<file path="src/pkg/snc_ext_if.sv">
`timescale 1ns/1ps
// synchronised parallel command strobes
interface snc_ext_if;
   logic enter_p;
   logic cancel_p;
   logic up_p;
   logic down_p;
   logic preset_p;
   modport src (output enter_p, cancel_p, up_p, down_p, preset_p);
   modport dst (input enter_p, cancel_p, up_p, down_p, preset_p);
endinterface

</file>
<file path="src/rtl/snc_ext_sync.sv">
`timescale 1ns/1ps
// two-flop sync plus rising edge detect for the five external inputs
module snc_ext_sync (
   input wire logic clk_i, // system clock
   input wire logic rst_n_i, // async reset, active low
   input wire logic [4:0] pins_i, // 0 enter .. 4 preset
   snc_ext_if.src ext // edge pulses
);
   logic [4:0] meta;
   logic [4:0] sync;
   logic [4:0] last;
   wire [4:0] rise = sync & ~last;

   // synchroniser and edge history
   always_ff @(posedge clk_i or negedge rst_n_i) begin
      if (!rst_n_i) begin
         meta <= 5'h00;
         sync <= 5'h00;
         last <= 5'h00;
      end else begin
         meta <= pins_i;
         sync <= meta;
         last <= sync;
      end
   end

   assign ext.enter_p = rise[0];
   assign ext.cancel_p = rise[1];
   assign ext.up_p = rise[2];
   assign ext.down_p = rise[3];
   assign ext.preset_p = rise[4];
endmodule

</file>
<file path="src/flat_wrapper.sv">
// flat-port wrapper written by rule: the top's interface ports become plain ports
module snc_ext_sync_flat 
  (clk_i, rst_n_i, pins_i, ext_enter_p, ext_cancel_p, ext_up_p, ext_down_p, ext_preset_p);
  snc_ext_if ext_i ();
  input wire logic clk_i;
  input wire logic rst_n_i;
  input wire logic [4:0] pins_i;
  output wire logic [$bits(ext_i.enter_p)-1:0] ext_enter_p;
  output wire logic [$bits(ext_i.cancel_p)-1:0] ext_cancel_p;
  output wire logic [$bits(ext_i.up_p)-1:0] ext_up_p;
  output wire logic [$bits(ext_i.down_p)-1:0] ext_down_p;
  output wire logic [$bits(ext_i.preset_p)-1:0] ext_preset_p;
  assign ext_enter_p = ext_i.enter_p;
  assign ext_cancel_p = ext_i.cancel_p;
  assign ext_up_p = ext_i.up_p;
  assign ext_down_p = ext_i.down_p;
  assign ext_preset_p = ext_i.preset_p;
  snc_ext_sync u_core (.clk_i(clk_i), .rst_n_i(rst_n_i), .pins_i(pins_i), .ext(ext_i));
endmodule
</file>
<file path="config.mk">
export PLATFORM = sky130hd
export DESIGN_NAME = snc_ext_sync_flat
export DESIGN_NICKNAME = d
export VERILOG_FILES = /design/src/pkg/snc_ext_if.sv /design/src/rtl/snc_ext_sync.sv /design/src/flat_wrapper.sv
export SDC_FILE = /design/constraint.sdc
export NUM_CORES = 1
export LEC_CHECK = 0
export BUFFER_PORTS_ARGS = -buffer_cell sky130_fd_sc_hd__buf_2
export CORE_AREA = 2 2 39 41
export CTS_BUF_LIST = sky130_fd_sc_hd__clkbuf_16
export CTS_CLUSTER_DIAMETER = 100
export DETAILED_ROUTE_END_ITERATION = 8
export DIE_AREA = 0 0 41 43
export SLEW_MARGIN = 0
export SYNTH_ARGS = -nofsm -noshare
export SYNTH_HDL_FRONTEND = slang
export SYNTH_SLANG_ARGS = --single-unit
</file>
<file path="constraint.sdc">
create_clock -name clk_i -period 0.8 [get_ports clk_i]
set_clock_uncertainty 0.05 [all_clocks]
set_input_delay 0.04 -clock clk_i [delete_from_list [all_inputs] [get_ports clk_i]]
set_output_delay 0.04 -clock clk_i [all_outputs]
set_load 0.1 [all_outputs]
</file>
==> results of run 1 <==
==> metal layers <==
metal	track usage, %	up-vias
met5	0	-
met1	8.929	98
met2	11.56	10
met4	6.000	0
li1	-	104
met3	1.571	2
==> power groups by stage <==
stage	Clock [mW]	Combinational, mW	Sequential, mW
floorplan	0	0.122	0.827
global placement	0	0.209	0.830
global route	0.996	0.243	0.824
CTS	0.950	0.232	0.822
finish	0.921	0.234	0.821
detailed placement	0	0.210	0.832
==> worst min path at each step <==
| stage | slack (ps) | start | endpoint | cells after the start |
|---|---|---|---|---|
| 3_3_place_gp | -110 | rst_n_i | u_core.last[1]$_DFF_PN0_ | 1 |
| 5_1_grt | 210 | rst_n_i | u_core.sync[1]$_DFF_PN0_ | 2 |
| 2_1_floorplan | -310 | rst_n_i | u_core.last[0]$_DFF_PN0_ | 0 |
| 3_5_place_dp | -100 | rst_n_i | u_core.sync[1]$_DFF_PN0_ | 1 |
| 4_1_cts | 190 | rst_n_i | u_core.meta[1]$_DFF_PN0_ | 2 |
| 6_report | 180 | rst_n_i | u_core.sync[1]$_DFF_PN0_ | 2 |
==> flip-flops by register name, indices dropped and copies added (netlist names) <==
name / cells
u_core.meta: 5
u_core.sync: 5
u_core.last: 5
==> final cells by class <==
type / count / area (sq um) / area share [%]
sequential: 15 / 375.4 / 50.59
tap: 16 / 20.02 / 2.698
clock buffer: 3 / 75.07 / 10.12
clock inverter: 1 / 5.005 / 0.6745
multi-input combinational: 5 / 68.82 / 9.275
timing repair buffer: 18 / 197.7 / 26.64
==> cells by family after synthesis <==
| logic type | after synthesis |
|---|---|
| flops | 15 |
| simple gates | 5 |
==> layout by cell type, fill, tap and decap left out <==
cell type      netlist  final
buf_12               0      5
buf_2                0      6
buf_4                0      1
clkbuf_16            0      3
clkinv_2             0      1
dfrtp_1             15     15
dlygate4sd3_1        0      6
nor2b_4              5      5
==> repair_timing <==
action | in CTS | in global routing
endpoints found under the setup margin | 5 | 5
hold buffers | 6 | 0
hold endpoints to repair | 20 | 0
buffers inserted | 0 | 1
pin swaps | 0 | 0
==> run summary, run 1 <==
ANT cells -> 0
Synth area leaders -> dfrtp_1 85%, nor2b_4 15%
CTS root buf -> clkbuf_16
Setup violations, final -> 5
Post-Synth Simple-Gate Area -> 15.49%
Fin util -> 53.62%
Setup slack after layout -> -236.1 ps
CTS tree -> built
Main combinational cell family by area after synthesis -> simple AND/OR/NAND/NOR gates
Vias in the first global route -> 212
Synth async-reset ratio -> 100.0%
DR pass1 iterations -> 1
WL met2 -> 268 um
Total CTS buffers -> 3
P per Cell Area -> 2664 nW/um^2
Worst-Margin Slew -> 302.9 ps
Status -> complete, but fails checks
Critical Path End -> ext_cancel_p
Data required, critical path -> 710 ps
Synth top area share -> 84.51%
CP peak stage delay -> 400 ps
Compound-Gate Fraction of Synth Area -> 0%
Remaining antenna violation count -> 0
Fin Hold WS -> 182.4 ps
Worst slack at placement -> 18.28 ps
WL met3 -> 22 um
Synth warnings -> 0
Reg-to-Reg Start -> u_core.sync[1]$_DFF_PN0_
Final hold vios -> 0
Flops & latches, synth -> 15
Worst Setup End Kind -> primary output
Sw Share -> 20.84%
Initial Util -> 32.10%
Critical Path Source -> u_core.last[1]$_DFF_PN0_
Cells after synthesis -> 20
Largest net degree at the start of global routing -> 16
Area leader, netlist -> dfrtp_1
TritonCTS Sinks -> 15
Critical path cell sequence -> nor2b_4 > buf_12
Total power -> 1.976 mW
Worst flop-to-flop path endpoint -> u_core.last[1]$_DFF_PN0_
Combinational power share -> 11.9%
M1 wire length -> 243 um
Hold Crit Class -> in2async
Worst R2R Setup Slack -> 120 ps
Die width -> 41 um
Fillers -> 114
Fmax -> 0.9652 GHz
Die H -> 43 um
H-Tree Depth -> 1
Share of cells above drive strength 1 -> 50.00%
Clk pin slew, worst setup/hold paths -> 40 ps
CTS Buffer Depth -> 2
Number of cell rows -> 14
Number of synthesized flops with an enable pin -> 0
Overflow after GRT -> 0
Post-synthesis mux area share -> 0%
Post-Route WL -> 550 um
DRT iter0 DRCs -> 0
Share of the yosys chip area belonging to registers -> 84.51%
Resized Gates After CTS -> 0
Sw power -> 0.4118 mW
Worst path arrival time -> 950 ps
Register-to-Register Path Depth -> 1
Fin Setup TNS -> -1146 ps
Critical path's slowest cell -> dfrtp_1
Drc violations -> 0
Non-Filler Instances -> 58
Tot GR Track Use -> 7.668%
DR vias -> 214
Max-cap violation count -> 0
First-pass GRT wire length -> 883 um
Mapped Nets -> 27
Synth Flop Type -> dfrtp_1
Port Buffers -> 11
Rel. slew slack -> 79.81%
Adder-cell share of the synthesized area -> 0%
Post-Syn Area -> 444.2 sq um
Nets@finish -> 50
Period utilisation layout -> 129.5%
Tmin final -> 1036 ps
Slew Limit Fails -> 0
CP delay by family, top -> flip-flops
Setup CP Type -> reg2out
Maximum vdd drop -> 0.001488 V
Pleak -> 0.3492 nW
Die ar. -> 1763 sq um
Dpl cell area -> 594.3 sq um
Top post-synthesis cells by count -> 15 x dfrtp_1, 5 x nor2b_4
WP buf/inv -> 1
Routed vias/inst -> 3.690
CP Launch Type -> flip-flop
Stages on the worst setup path -> 2
Unique masters post-synth -> 2
Top Metal Used -> met4
Clock share of power -> 46.6%
Flop pwr share -> 41.6%
RSZ-0062 raised after global routing -> yes
Internal -> 1.565 mW
Placer Congestion -> 0.6167
Critical path fanouts, max -> 1
Xor/xnor share of the synthesized area -> 0%
Fin area -> 742.0 sq um
Count leader, synth -> dfrtp_1
I/O pin count -> 12
Worst skew pair latency -> 240 ps
Area of the core -> 1384 sq um
Failing checks -> setup timing
Mean post-synth cell area -> 22.21 sq um
WL per Instance -> 9.483 um
Antenna violations before repair -> 0
Placed cells -> 47
Layout area overhead -> 67.04%
No activity file was read; power rests on OpenSTA's default activity.
==> run 2: changes to the inputs <==
SKIP_CTS_REPAIR_TIMING = 1   (was not set)
==> run 2 against run 1 <==
Compared with the run above:
- the flow still finishes with violations (setup timing)
- via count unchanged
- sequential power about the same
- largest cell class unchanged
- global-route usage down 0.41 points
- non-clock buffer count stayed put
==> run summary, run 2 (same netlist as run 1, synthesis figures left out) <==
Period utilisation layout -> 129.5%
Setup CP Type -> reg2out
Worst path arrival time -> 950 ps
Fin util -> 53.62%
Non-Filler Instances -> 58
Largest net degree at the start of global routing -> 16
Vias in the first global route -> 192
Nets@finish -> 50
Die H -> 43 um
Worst Setup End Kind -> primary output
Largest registers -> u_core.last: 5 flops, u_core.meta: 5 flops, u_core.sync: 5 flops
DR pass1 iterations -> 1
Critical path fanouts, max -> 1
CTS root buf -> clkbuf_16
Routed vias/inst -> 3.690
Maximum vdd drop -> 0.001488 V
Reg-to-Reg Start -> u_core.sync[1]$_DFF_PN0_
Drc violations -> 0
Antenna violations before repair -> 0
Hold Crit Class -> in2async
Tot GR Track Use -> 7.254%
Fmax -> 0.9652 GHz
Clk pin slew, worst setup/hold paths -> 40 ps
Die ar. -> 1763 sq um
Critical Path Source -> u_core.last[1]$_DFF_PN0_
Final hold vios -> 0
Worst-Margin Slew -> 302.9 ps
Fin Setup TNS -> -1146 ps
WL per Instance -> 9.483 um
Number of cell rows -> 14
Die width -> 41 um
Share of cells above drive strength 1 -> 50.00%
P per Cell Area -> 2664 nW/um^2
First-pass GRT wire length -> 834 um
Placed cells -> 47
Commonest non-fill, non-tap cell in the layout -> dfrtp_1
Fillers -> 114
Max-cap violation count -> 0
I/O pin count -> 12
ANT cells -> 0
Failing checks -> setup timing
Area of the core -> 1384 sq um
Setup violations, final -> 5
Post-Route WL -> 550 um
H-Tree Depth -> 1
Slew Limit Fails -> 0
Initial Util -> 32.10%
DRT iter0 DRCs -> 0
Port Buffers -> 11
Remaining antenna violation count -> 0
Setup slack after layout -> -236.1 ps
Tmin final -> 1036 ps
Total CTS buffers -> 3
RSZ-0062 raised after global routing -> yes
TritonCTS Sinks -> 15
Layout area overhead -> 67.04%
Rel. slew slack -> 79.81%
Status -> complete, but fails checks
Worst skew pair latency -> 240 ps
DR vias -> 214
Overflow after GRT -> 0
Most frequent cells in the layout -> 15 x dfrtp_1, 6 x dlygate4sd3_1, 6 x buf_2
Placer Congestion -> 0.6167
CTS Buffer Depth -> 2
CTS tree -> built
Pleak -> 0.3492 nW
Data required, critical path -> 710 ps
CP Launch Type -> flip-flop
run 2: worst max-delay path, cell delays in order (launching register included):
cell,delay (ps)
dfrtp_1,400
nor2b_4,130
buf_12,180
run 2: final timing paths:
check,to,cells past startpoint,slack (ps)
min in group clk_i,u_core.sync[2]$_DFF_PN0_,0,290
setup reg to reg,u_core.last[1]$_DFF_PN0_,1,120
hold / removal,u_core.sync[1]$_DFF_PN0_,2,180
max in group asynchronous,u_core.last[3]$_DFF_PN0_,2,290
setup / recovery,ext_cancel_p,2,-240
hold reg to reg,u_core.sync[2]$_DFF_PN0_,0,290
run 2: routing by layer:
metal / GRT usage [%] / vias up / part of all wire, % / wire length (um)
li1: - / 104 / - / -
met1: 8.929 / 98 / 44 / 243
met2: 10.31 / 10 / 49 / 268
met3: 1.571 / 2 / 4.0 / 22
met4: 6.000 / 0 / 2.7 / 15
met5: 0 / - / 0 / 0
run 2: stage by stage:
stage | worst slack (ps) | power [mW] | hold WS, ps | instance area (sq um)
6_report | -236.1 | 1.976 | 182.4 | 742.0
5_1_grt | -265.6 | 2.063 | 207.5 | 742.0
4_1_cts | -247.3 | 1.983 | -358.1 | 674.4
3_5_place_dp | 18.28 | 1.042 | -103.4 | 594.3
3_3_place_gp | 22.92 | 1.039 | -112.6 | 594.3
2_1_floorplan | -162.5 | 0.9492 | -305.6 | 444.2
run 2: where the power goes:
part / leakage [nW] / switching (mW) / internal (mW)
logic: 0.134 / 0.132 / 0.102
clock network: 0.0409 / 0.258 / 0.663
registers: 0.175 / 0.0212 / 0.800
total: 0.349 / 0.412 / 1.56
run 2: cell type report:
type                    count  area [sq um]  area share (%)
clock buffers               3         75.07           10.12
clock inverters             1         5.005          0.6745
multi-input cells           5         68.82           9.275
flip-flops and latches     15         375.4           50.59
well taps                  16         20.02           2.698
repair buffers             18         197.7           26.64
